[config.mk]
export PLATFORM = sky130hd
export DESIGN_NAME = isrt_exec
export DESIGN_NICKNAME = d
export VERILOG_FILES = /design/src/core/isrt_pkg.sv /design/src/core/isrt_exec.sv
export VERILOG_INCLUDE_DIRS = /design/src /design/src/core
export SDC_FILE = /design/constraint.sdc
export NUM_CORES = 2
export LEC_CHECK = 0
export BUFFER_PORTS_ARGS = -buffer_cell sky130_fd_sc_hd__clkbuf_2
export CORE_MARGIN = 3
export CORE_UTILIZATION = 46
export DETAILED_ROUTE_END_ITERATION = 12
export REMOVE_ABC_BUFFERS = 1
export SLEW_MARGIN = 30
export SYNTH_ARGS = -nofsm -noshare
export SYNTH_HDL_FRONTEND = slang
export SYNTH_SLANG_ARGS = --single-unit
[constraint.sdc]
create_clock -name pclk -period 8.75 [get_ports pclk]
set_clock_uncertainty 0.2 [all_clocks]
set_input_delay 1.3125 -clock pclk [delete_from_list [all_inputs] [get_ports pclk]]
set_output_delay 1.3125 -clock pclk [all_outputs]
set_load 0.005 [all_outputs]
[src/core/isrt_defs.svh]
/*
 * Constants for the index skip and inter-register transfer executor:
 * opcodes, subfield codes, register offsets and reset values.
 * Assumes it is included by bare name from the core files.
 */
`ifndef ISRT_DEFS_SVH
`define ISRT_DEFS_SVH

`define ISRT_OP_SKIP      6'h08
`define ISRT_OP_XFER      6'h2b
`define ISRT_OP_EXT       6'h2d
`define ISRT_OP_SYS       6'h3f

`define ISRT_SUB_ADD      3'h4
`define ISRT_SUB_IDX      3'h5
`define ISRT_SUB_AUXF     3'h0
`define ISRT_SUB_ACCF     3'h2
`define ISRT_SUB_IDXF     3'h3

`define ISRT_EXT_LO_AUX   3'h0
`define ISRT_EXT_HI_ACC   3'h1
`define ISRT_EXT_PAIR_IN  3'h2
`define ISRT_EXT_AUX_LO   3'h4
`define ISRT_EXT_ACC_HI   3'h5
`define ISRT_EXT_PAIR_OUT 3'h6

`define ISRT_FN_APF       6'h34
`define ISRT_FN_PFA       6'h35
`define ISRT_FN_TO_STATE  6'h36
`define ISRT_FN_FROM_ST   6'h37
`define ISRT_FN_ACI       6'h2c
`define ISRT_FN_CIA       6'h2b
`define ISRT_LOW_INSTR    3'h4
`define ISRT_LOW_OPER     3'h0

`define ISRT_OFF_ACC      8'h00
`define ISRT_OFF_AUX      8'h04
`define ISRT_OFF_IDX1     8'h08
`define ISRT_OFF_IDX2     8'h0c
`define ISRT_OFF_IDX3     8'h10
`define ISRT_OFF_EXTH     8'h14
`define ISRT_OFF_EXTL     8'h18
`define ISRT_OFF_STATE    8'h1c
`define ISRT_OFF_CTRL     8'h20
`define ISRT_OFF_STATUS   8'h24

`define ISRT_RST_WORD     24'h000000
`define ISRT_RST_IDX      15'h0000
`define ISRT_RST_SMALL    3'h0
`define ISRT_IDX_MINUS1   15'h7ffe

`endif

[src/core/isrt_pkg.sv]
/*
 * Types shared by the index skip and register transfer executor.
 * Assumes nothing of its surroundings.
 */
package isrt_pkg;
    typedef logic [23:0] isrt_word_type;
    typedef logic [14:0] isrt_index_type;
    typedef logic [11:0] isrt_page_type;
    typedef logic [2:0]  isrt_small_type;
endpackage : isrt_pkg

[src/core/isrt_exec.sv]
/*
 * Executor for the index skip and inter-register transfer instructions,
 * holding the accumulator, auxiliary, index, extension, state and channel
 * index registers, the 64-word register file and the page map file.
 * Assumes the fetch logic presents one instruction word per cycle with
 * instr_valid, and uses skip_next to pick P+1 or P+2.
 */
// The APB slave port and the register addresses were chosen for this implementation.
`timescale 1ns/10ps
`include "isrt_defs.svh"

module isrt_exec
    import isrt_pkg::*;
(
    input  wire logic        pclk,
    input  wire logic        presetn,
    input  wire logic        psel,
    input  wire logic        penable,
    input  wire logic        pwrite,
    input  wire logic [7:0]  paddr,
    input  wire logic [31:0] pwdata,
    output logic      [31:0] prdata,
    output logic             pready,
    output logic             pslverr,
    input  wire logic        instr_valid,
    input  wire logic [23:0] instr_word,
    input  wire logic        io_instr,
    input  wire logic [2:0]  chan_desig,
    output logic             exec_done,
    output logic             skip_next,
    output logic             claimed,
    output logic             shift_op_seen,
    output logic      [2:0]  chan_eff
);

    function automatic isrt_word_type oc_add24(input isrt_word_type x, input isrt_word_type y);
        logic [24:0] s;
        s = {1'b0, x} + {1'b0, y};
        return s[23:0] + {23'h000000, s[24]};
    endfunction : oc_add24

    function automatic isrt_index_type oc_add15(input isrt_index_type x, input isrt_index_type y);
        logic [15:0] s;
        s = {1'b0, x} + {1'b0, y};
        return s[14:0] + {14'h0000, s[15]};
    endfunction : oc_add15

    function automatic isrt_word_type sx15(input isrt_index_type x);
        return {{9{x[14]}}, x};
    endfunction : sx15

    isrt_word_type  a_r;
    isrt_word_type  q_r;
    isrt_word_type  eu_r;
    isrt_word_type  el_r;
    isrt_index_type bx_r    [0:3];
    isrt_small_type isr_r;
    isrt_small_type osr_r;
    isrt_small_type cir_r;
    logic           mp_en_r;
    logic           skip_r;
    logic           shift_r;
    logic           claim_r;
    logic           done_r;
    logic [2:0]     chan_r;
    logic [31:0]    prdata_r;
    logic           rdy_r;
    logic           err_r;
    isrt_word_type  rfile   [0:63];
    isrt_page_type  pfile   [0:127];

    isrt_word_type  a_nxt;
    isrt_word_type  q_nxt;
    isrt_word_type  eu_nxt;
    isrt_word_type  el_nxt;
    isrt_index_type b_nxt;
    logic           b_we;
    isrt_small_type isr_nxt;
    isrt_small_type osr_nxt;
    isrt_small_type cir_nxt;
    logic           skip_nxt;
    logic           shift_nxt;
    logic           claim_nxt;
    logic           rf_we;
    isrt_word_type  rf_wdata;
    logic           pf_we;
    logic [6:0]     pf_addr;

    logic [5:0]     op;
    logic [1:0]     bsel;
    logic [2:0]     sub;
    logic [5:0]     fn;
    logic [2:0]     low;
    logic [5:0]     vsel;
    isrt_index_type yval;
    isrt_index_type bval;
    isrt_word_type  rf_rd;
    logic           apb_done;
    logic           apb_wr;
    logic           map_hit;
    logic [31:0]    rd_mux;

    assign op      = instr_word[23:18];
    assign bsel    = instr_word[16:15];
    assign sub     = instr_word[14:12];
    assign fn      = instr_word[17:12];
    assign low     = instr_word[11:9];
    assign vsel    = instr_word[5:0];
    assign yval    = instr_word[14:0];
    assign bval    = bx_r[bsel];
    assign rf_rd   = rfile[vsel];
    // Bit 11 offsets the page entry by index 2
    assign pf_addr = instr_word[11] ? (instr_word[6:0] + bx_r[2][6:0])
                                    : instr_word[6:0];

    // Execution of one instruction word per cycle; field bits outside the
    // decoded ones are not examined.
    always_comb
    begin
        a_nxt     = a_r;
        q_nxt     = q_r;
        eu_nxt    = eu_r;
        el_nxt    = el_r;
        b_nxt     = bval;
        b_we      = 1'b0;
        isr_nxt   = isr_r;
        osr_nxt   = osr_r;
        cir_nxt   = cir_r;
        skip_nxt  = 1'b0;
        shift_nxt = 1'b0;
        claim_nxt = 1'b0;
        rf_we     = 1'b0;
        rf_wdata  = `ISRT_RST_WORD;
        pf_we     = 1'b0;
        if (instr_valid)
        begin
            case (op)
                `ISRT_OP_SKIP:
                begin
                    if (instr_word[17:15] == 3'h0)
                    begin
                        shift_nxt = 1'b1;
                    end
                    else
                    begin
                        claim_nxt = 1'b1;
                        skip_nxt  = (bval == yval);
                        b_we      = (bsel != 2'h0);
                        if (bval == yval)
                            b_nxt = `ISRT_RST_IDX;
                        else if (instr_word[17])
                            b_nxt = oc_add15(bval, `ISRT_IDX_MINUS1);
                        else
                            b_nxt = oc_add15(bval, 15'h0001);
                    end
                end
                `ISRT_OP_XFER:
                begin
                    claim_nxt = 1'b1;
                    case (sub)
                        `ISRT_SUB_ADD:
                        begin
                            if (instr_word[17])
                            begin
                                b_we  = (bsel != 2'h0);
                                b_nxt = 15'(oc_add24(sx15(bval), a_r));
                            end
                            else if (bsel == 2'h0)
                                a_nxt = oc_add24(a_r, q_r);
                            else
                                a_nxt = oc_add24(a_r, sx15(bval));
                        end
                        `ISRT_SUB_IDX:
                        begin
                            if (instr_word[17])
                            begin
                                b_we  = (bsel != 2'h0);
                                b_nxt = a_r[14:0];
                            end
                            else
                                a_nxt = {9'h000, bval};
                        end
                        `ISRT_SUB_AUXF:
                        begin
                            if (instr_word[17])
                            begin
                                rf_we    = 1'b1;
                                rf_wdata = q_r;
                            end
                            else
                                q_nxt = rf_rd;
                        end
                        `ISRT_SUB_ACCF:
                        begin
                            if (instr_word[17])
                            begin
                                rf_we    = 1'b1;
                                rf_wdata = a_r;
                            end
                            else
                                a_nxt = rf_rd;
                        end
                        `ISRT_SUB_IDXF:
                        begin
                            if (instr_word[17])
                            begin
                                rf_we    = 1'b1;
                                rf_wdata = {9'h000, bval};
                            end
                            else
                            begin
                                b_we  = (bsel != 2'h0);
                                b_nxt = rf_rd[14:0];
                            end
                        end
                        default:
                            claim_nxt = 1'b0;
                    endcase
                end
                `ISRT_OP_EXT:
                begin
                    claim_nxt = 1'b1;
                    case (instr_word[17:15])
                        `ISRT_EXT_LO_AUX:   q_nxt = el_r;
                        `ISRT_EXT_HI_ACC:   a_nxt = eu_r;
                        `ISRT_EXT_PAIR_IN:
                        begin
                            a_nxt = eu_r;
                            q_nxt = el_r;
                        end
                        `ISRT_EXT_AUX_LO:   el_nxt = q_r;
                        `ISRT_EXT_ACC_HI:   eu_nxt = a_r;
                        `ISRT_EXT_PAIR_OUT:
                        begin
                            eu_nxt = a_r;
                            el_nxt = q_r;
                        end
                        default:            claim_nxt = 1'b0;
                    endcase
                end
                `ISRT_OP_SYS:
                begin
                    claim_nxt = 1'b1;
                    case (fn)
                        `ISRT_FN_TO_STATE:
                        begin
                            if (low == `ISRT_LOW_INSTR)
                                isr_nxt = a_r[2:0];
                            else
                                osr_nxt = a_r[2:0];
                        end
                        `ISRT_FN_FROM_ST:
                        begin
                            if (low == `ISRT_LOW_INSTR)
                                a_nxt = {a_r[23:3], isr_r};
                            else
                                a_nxt = {a_r[23:3], osr_r};
                        end
                        `ISRT_FN_ACI:       cir_nxt = a_r[2:0];
                        `ISRT_FN_CIA:       a_nxt = {a_r[23:3], cir_r};
                        `ISRT_FN_APF:       pf_we = mp_en_r;
                        `ISRT_FN_PFA:       a_nxt = {a_r[23:12], pfile[pf_addr]};
                        default:            claim_nxt = 1'b0;
                    endcase
                end
                default:
                    claim_nxt = 1'b0;
            endcase
        end
    end

    // APB slave; one wait state, and the bus stalls while an instruction runs
    assign apb_done = psel && penable && pready;
    assign apb_wr   = apb_done && pwrite;
    assign pready   = rdy_r && !instr_valid;
    assign prdata   = prdata_r;
    assign pslverr  = err_r && pready;

    always_comb
    begin
        map_hit = 1'b1;
        rd_mux  = 32'h00000000;
        case (paddr)
            `ISRT_OFF_ACC:    rd_mux = {8'h00, a_r};
            `ISRT_OFF_AUX:    rd_mux = {8'h00, q_r};
            `ISRT_OFF_IDX1:   rd_mux = {17'h00000, bx_r[1]};
            `ISRT_OFF_IDX2:   rd_mux = {17'h00000, bx_r[2]};
            `ISRT_OFF_IDX3:   rd_mux = {17'h00000, bx_r[3]};
            `ISRT_OFF_EXTH:   rd_mux = {8'h00, eu_r};
            `ISRT_OFF_EXTL:   rd_mux = {8'h00, el_r};
            `ISRT_OFF_STATE:  rd_mux = {23'h000000, cir_r, osr_r, isr_r};
            `ISRT_OFF_CTRL:   rd_mux = {31'h00000000, mp_en_r};
            `ISRT_OFF_STATUS: rd_mux = {29'h00000000, claim_r, shift_r, skip_r};
            default:          map_hit = 1'b0;
        endcase
    end

    always_ff @(posedge pclk or negedge presetn)
    begin
        if (!presetn)
        begin
            rdy_r    <= 1'b0;
            err_r    <= 1'b0;
            prdata_r <= 32'h00000000;
        end
        else if (apb_done || instr_valid)
            rdy_r <= 1'b0;
        else if (psel && penable)
        begin
            rdy_r    <= 1'b1;
            err_r    <= !map_hit;
            prdata_r <= rd_mux;
        end
    end

    always_ff @(posedge pclk or negedge presetn)
    begin
        if (!presetn)
        begin
            a_r <= `ISRT_RST_WORD;
            q_r <= `ISRT_RST_WORD;
        end
        else if (apb_wr && paddr == `ISRT_OFF_ACC)
            a_r <= pwdata[23:0];
        else if (apb_wr && paddr == `ISRT_OFF_AUX)
            q_r <= pwdata[23:0];
        else
        begin
            a_r <= a_nxt;
            q_r <= q_nxt;
        end
    end

    always_ff @(posedge pclk or negedge presetn)
    begin
        if (!presetn)
        begin
            eu_r <= `ISRT_RST_WORD;
            el_r <= `ISRT_RST_WORD;
        end
        else if (apb_wr && paddr == `ISRT_OFF_EXTH)
            eu_r <= pwdata[23:0];
        else if (apb_wr && paddr == `ISRT_OFF_EXTL)
            el_r <= pwdata[23:0];
        else
        begin
            eu_r <= eu_nxt;
            el_r <= el_nxt;
        end
    end

    // Entry 0 stays zero so that designator 0 reads as zero
    always_ff @(posedge pclk or negedge presetn)
    begin
        if (!presetn)
        begin
            for (int i = 0; i < 4; i++)
                bx_r[i] <= `ISRT_RST_IDX;
        end
        else if (apb_wr && paddr == `ISRT_OFF_IDX1)
            bx_r[1] <= pwdata[14:0];
        else if (apb_wr && paddr == `ISRT_OFF_IDX2)
            bx_r[2] <= pwdata[14:0];
        else if (apb_wr && paddr == `ISRT_OFF_IDX3)
            bx_r[3] <= pwdata[14:0];
        else if (b_we)
            bx_r[bsel] <= b_nxt;
    end

    always_ff @(posedge pclk or negedge presetn)
    begin
        if (!presetn)
        begin
            isr_r   <= `ISRT_RST_SMALL;
            osr_r   <= `ISRT_RST_SMALL;
            cir_r   <= `ISRT_RST_SMALL;
            mp_en_r <= 1'b0;
        end
        else if (apb_wr && paddr == `ISRT_OFF_STATE)
        begin
            isr_r <= pwdata[2:0];
            osr_r <= pwdata[5:3];
            cir_r <= pwdata[8:6];
        end
        else if (apb_wr && paddr == `ISRT_OFF_CTRL)
            mp_en_r <= pwdata[0];
        else
        begin
            isr_r <= isr_nxt;
            osr_r <= osr_nxt;
            cir_r <= cir_nxt;
        end
    end

    always_ff @(posedge pclk)
    begin
        if (rf_we)
            rfile[vsel] <= rf_wdata;
        if (pf_we)
            pfile[pf_addr] <= a_r[11:0];
    end

    always_ff @(posedge pclk or negedge presetn)
    begin
        if (!presetn)
        begin
            done_r  <= 1'b0;
            skip_r  <= 1'b0;
            shift_r <= 1'b0;
            claim_r <= 1'b0;
        end
        else
        begin
            done_r <= instr_valid;
            if (instr_valid)
            begin
                skip_r  <= skip_nxt;
                shift_r <= shift_nxt;
                claim_r <= claim_nxt;
            end
        end
    end

    always_ff @(posedge pclk or negedge presetn)
    begin
        if (!presetn)
            chan_r <= 3'h0;
        else
            chan_r <= io_instr ? (chan_desig | cir_r) : chan_desig;
    end

    assign exec_done     = done_r;
    assign skip_next     = skip_r;
    assign claimed       = claim_r;
    assign shift_op_seen = shift_r && done_r;
    assign chan_eff      = chan_r;

    up_skip_a: assert property (@(posedge pclk) disable iff (!presetn)
        instr_valid && op == `ISRT_OP_SKIP && instr_word[17:15] != 3'h0 && bval == yval
        |=> skip_next && exec_done && bx_r[$past(bsel)] == `ISRT_RST_IDX)
        else $error("equal index skip did not clear and skip");

    down_step_a: assert property (@(posedge pclk) disable iff (!presetn)
        instr_valid && op == `ISRT_OP_SKIP && instr_word[17] && bsel != 2'h0
        && bval != yval
        |=> !skip_next && bx_r[$past(bsel)] == oc_add15($past(bval), `ISRT_IDX_MINUS1))
        else $error("down skip did not decrement the index");

    down_zero_a: assert property (@(posedge pclk) disable iff (!presetn)
        instr_valid && op == `ISRT_OP_SKIP && instr_word[17:15] == 3'h4
        |=> skip_next == ($past(yval) == 15'h0000))
        else $error("down skip on index zero chose the wrong exit");

    shift_decode_a: assert property (@(posedge pclk) disable iff (!presetn)
        instr_valid && op == `ISRT_OP_SKIP && instr_word[17:15] == 3'h0 && !apb_wr
        |=> shift_op_seen && !claimed && !skip_next && $stable(bx_r[1]) && $stable(bx_r[3]))
        else $error("storage shift decoded as an index skip");

    aux_add_a: assert property (@(posedge pclk) disable iff (!presetn)
        instr_valid && op == `ISRT_OP_XFER && sub == `ISRT_SUB_ADD && !instr_word[17]
        && bsel == 2'h0
        |=> $stable(q_r) && a_r == oc_add24($past(a_r), $past(q_r)))
        else $error("accumulator plus auxiliary sum wrong");

    idx_to_acc_a: assert property (@(posedge pclk) disable iff (!presetn)
        instr_valid && op == `ISRT_OP_XFER && sub == `ISRT_SUB_IDX && !instr_word[17]
        |=> a_r[23:15] == 9'h000 && a_r[14:0] == $past(bval))
        else $error("index to accumulator not zero extended");

    file_idx_a: assert property (@(posedge pclk) disable iff (!presetn)
        instr_valid && op == `ISRT_OP_XFER && sub == `ISRT_SUB_IDXF && !instr_word[17]
        && bsel != 2'h0
        |=> bx_r[$past(bsel)] == $past(rf_rd[14:0]))
        else $error("file to index did not take low bits");

    chan_load_a: assert property (@(posedge pclk) disable iff (!presetn)
        instr_valid && op == `ISRT_OP_SYS && fn == `ISRT_FN_ACI
        |=> cir_r == $past(a_r[2:0]) ##1 (!$past(io_instr) || chan_eff >= $past(cir_r)))
        else $error("channel index not loaded from accumulator");

    chan_or_a: assert property (@(posedge pclk) disable iff (!presetn)
        io_instr |=> chan_eff == ($past(chan_desig) | $past(cir_r)))
        else $error("channel index not merged into designator");

    apb_stall_a: assert property (@(posedge pclk) disable iff (!presetn)
        instr_valid |-> !pready)
        else $error("bus answered while an instruction ran");

endmodule : isrt_exec

==> results.md <==
- Worst flop-to-flop path startpoint: bx_r[15]$_DFFE_PN0P_
- Die Ht: 550.6 um
- Worst Hold Depth: 0
- Worst-skew pair later-pin latency: 0.94 ns
- RSZ-0062 raised after global routing: false
- CP startpoint kind: primary input
- GP Congestion: 0.9514
- Adder-Cell Fraction of Synth Area: 0.6585%
- Critical path origin: instr_word[15]
- Core area: 294,600 um^2
- #FFs+latches synth: 3,271
- PwrDens: 235.6 nW/um^2
- Top FF cell, synth: edfxtp_1
- Setup CP Type: in2reg
- Critical path required time: 9.33 ns
- DPL Wire Length: 267.3 mm
- Crit end category: flip-flop
- Number of buffers created by CTS: 341
- I/O pins: 115
- CTS tree: done
- Final Non-Filler Cells: 13.99k
- Synth Area in XOR/XNOR: 0.7575%
- Biggest cell delay along the critical path: 0.58 ns
- Resize count post-CTS: 0
- Worst R2R End: bx_r[4]$_DFFE_PN0P_
- TritonCTS Sinks: 3,271
- Global route overflow: 0
- Avg WL per Cell: 31.30 um
- Max Fclk: 0.1441 GHz
- Area fraction in compound gates after synthesis: 8.488%
- Critical Path, Cell by Cell: clkbuf_2 -> buf_4 -> mux4_2 -> ha_1 -> a21oi_1 -> o21ai_0 -> a221oi_1 -> o31ai_1 -> o31ai_1 -> buf_4 -> nor2_1 -> o21ai_0 -> a21oi_1 -> o21ai_0 -> nand2b_1 -> ha_1 -> and3_1 -> and2_1 -> nor4bb_1 -> xnor2_1 -> o21ai_0 -> and2_1 -> nor3_1 -> nor3_2
- Share of the synthesized area in the top cell type: 67.62%
- Largest net degree at the start of global routing: 112
- Fin util: 52.70%
- Critical Path AT: 7.52 ns
- Layout area overhead: 13.78%
- First-pass GRT wire length: 623.7 mm
- Crit path top cell by count: o21ai_0
- Worst r2r path cells: 24
- Commonest non-fill, non-tap cell in the layout: edfxtp_1
- Combinational family with the most area after synthesis: simple AND/OR/NAND/NOR gates
- Crit path max-delay family: simple AND/OR/NAND/NOR gates
- VDD IR max: 0.0001834 V
- Syn avg cell area: 14.23 um^2
- R2R Setup Slk: 2.08 ns
- Ys async rst share: 6.084%
- Largest area contributor in the netlist: edfxtp_1
- Dominant cells by area after synthesis: edfxtp_1 (68%), mux4_2 (5.1%), nand2_1 (5.1%), dfrtp_1 (3.7%), nand3_1 (2.1%)
- Maximum capacitance violations: 0
- Clock root cell: clkbuf_16
- Row count: 199
- # setup viols final: 0
- Layout Nets: 9,925
- Reg clk slew, reported paths: 0.06 ns
- Status: completed
- Synth warnings: 0
- Layout cells sized above 1: 15.04%
- GRT Util Overall: 28.34%
- Final Max Slew Viols: 0
- CP max stage cell: mux4_2
- DRT iter0 DRCs: 11.92k
- DR vias: 88.73k
- Residual DRC: 0
- Initial antenna violation count: 20
- Post-route ant nets: 0
- Total Routed Length: 437.8 mm
- TNS Setup: 0 ns
- Initial core utilization: 46.32%
- Setup slack after placement: 0.9993 ns
- Post-synthesis sequential area ratio: 71.27%
- Cells after DPL: 13.36k
- Synth Cell Area: 136,400 um^2
- Number of global-route vias before repair: 85.22k
- Post-CTS setup buffers: 0
- Worst path depth: 24
- # hold bufs at CTS: 0
- Multiplexer share of the synthesized area: 5.868%
- Library cells used by synthesis: 90
- CP Capture Point: bx_r[13]$_DFFE_PN0P_
- Worst Path Buf+Inv: 3
- Min setup slack post-route: 1.809 ns
- Routed vias/inst: 6.344
- PortBufs: 98
- Leakage: 50.88 nW
- Die width: 550.6 um
- Most frequent cells in the layout: edfxtp_1 (3,072), nand2_1 (1,844), nand3_1 (575)
- Final hold viol count: 0
- Max clock buf depth: 4
- Slew @ Worst Pin: 1.053 ns
- Fin crit share: 79.33%
- H-tree depth: 5
- Crit path max fanout: 12
- Max_slew headroom: 29.30%
- DR pass1 iterations: 10
- Post-Synth Simple-Gate Area: 10.90%
- Post-synth EDFFs: 3,072
- Die area: 303,200 um^2
- Syn Inst Count: 9,587
- Worst Hold Class: reg2reg
- Fin crit period: 6.942 ns
==> per-stage QoR <==
stage / cell area [um^2] / hold slack (ns) / total power, mW
after floorplan: 133800 / 0.1494 / 21.11
after global placement: 143200 / 0.1611 / 22.38
after detailed placement: 144100 / 0.1635 / 22.47
after CTS: 155100 / 0.1753 / 36.66
after global routing: 155200 / 0.1838 / 37.66
final: 155200 / 0.1730 / 36.57
==> per-layer routing <==
| metal | wire, um | vias to the layer above | track usage [%] |
|---|---|---|---|
| met5 | 102 | - | 0.2189 |
| met4 | 18170 | 6 | 10.52 |
| met3 | 42340 | 807 | 5.642 |
| met2 | 197500 | 4831 | 42.94 |
| met1 | 179700 | 45571 | 40.75 |
| li1 | - | 37512 | - |
==> flip-flops by register name, summed over array words and instances (netlist names) <==
| register | cells |
|---|---|
| claimed | 1 |
| q_r | 24 |
| cir_r | 3 |
| prdata | 24 |
| isr_r | 3 |
| el_r | 24 |
| exec_done | 1 |
| shift_r | 1 |
| mp_en_r | 1 |
| bx_r | 60 |
| rfile | 1536 |
| chan_eff | 3 |
| rdy_r | 1 |
| a_r | 24 |
| osr_r | 3 |
| err_r | 1 |
| eu_r | 24 |
| pfile | 1536 |
| skip_next | 1 |
==> cell usage after synthesis, drive strengths merged (21+ instances only) <==
cell	instances
edfxtp	3072
nand2	1846
nand3	576
clkbuf	465
nor2	409
mux4	309
a22oi	286
a311oi	272
a21oi	268
and3	223
buf	218
o21ai	210
dfrtp	199
nor3	97
a31oi	95
a22o	91
mux2i	91
a221oi	81
xnor2	79
ha	67
nand4	61
xor2	39
a21o	36
a211oi	35
inv	33
nor4	30
o22ai	30
o31ai	24
and2	23
o211ai	22
or3	21
==> how the worst min path moves through the flow <==
stage	slack, ns	to	start
after floorplan	0.15	bx_r[45]$_DFFE_PN0P_	bx_r[45]$_DFFE_PN0P_
after global placement	0.16	bx_r[52]$_DFFE_PN0P_	bx_r[52]$_DFFE_PN0P_
after detailed placement	0.16	bx_r[57]$_DFFE_PN0P_	bx_r[57]$_DFFE_PN0P_
after CTS	0.18	bx_r[53]$_DFFE_PN0P_	bx_r[53]$_DFFE_PN0P_
after global routing	0.18	bx_r[49]$_DFFE_PN0P_	bx_r[49]$_DFFE_PN0P_
final	0.17	bx_r[53]$_DFFE_PN0P_	bx_r[53]$_DFFE_PN0P_
==> cells by family (layout without fill, tap and decap cells) <==
family                     after synthesis  in the layout
xor gates and xnor gates               118            118
DFF                                   3271           3271
muxes                                  412            412
and+or+nand+nor                       3389           3389
adders and majority gates               70             70
buffers and inverters                  716           1180
AOI/OAI and AO/OA                     1610           1610
other                                    1             17
==> where the power goes <==
part / leakage (nW) / total, mW / switching (mW) / internal (mW)
registers: 29.2 / 18.2 / 0.379 / 17.8
logic: 16.3 / 4.05 / 2.97 / 1.08
clock network: 5.35 / 14.3 / 6.07 / 8.27
==> cell type report <==
class	count	area [um^2]
clock inverters	182	1931
fillers	23950	139300
clock buffers	438	9064
repair buffers	527	4551
inverters	33	126.4
well taps	3919	4903
diodes	9	22.52
multi-input cells	5607	37350
flip-flops and latches	3271	97270
No activity file was read; power rests on OpenSTA's default activity.
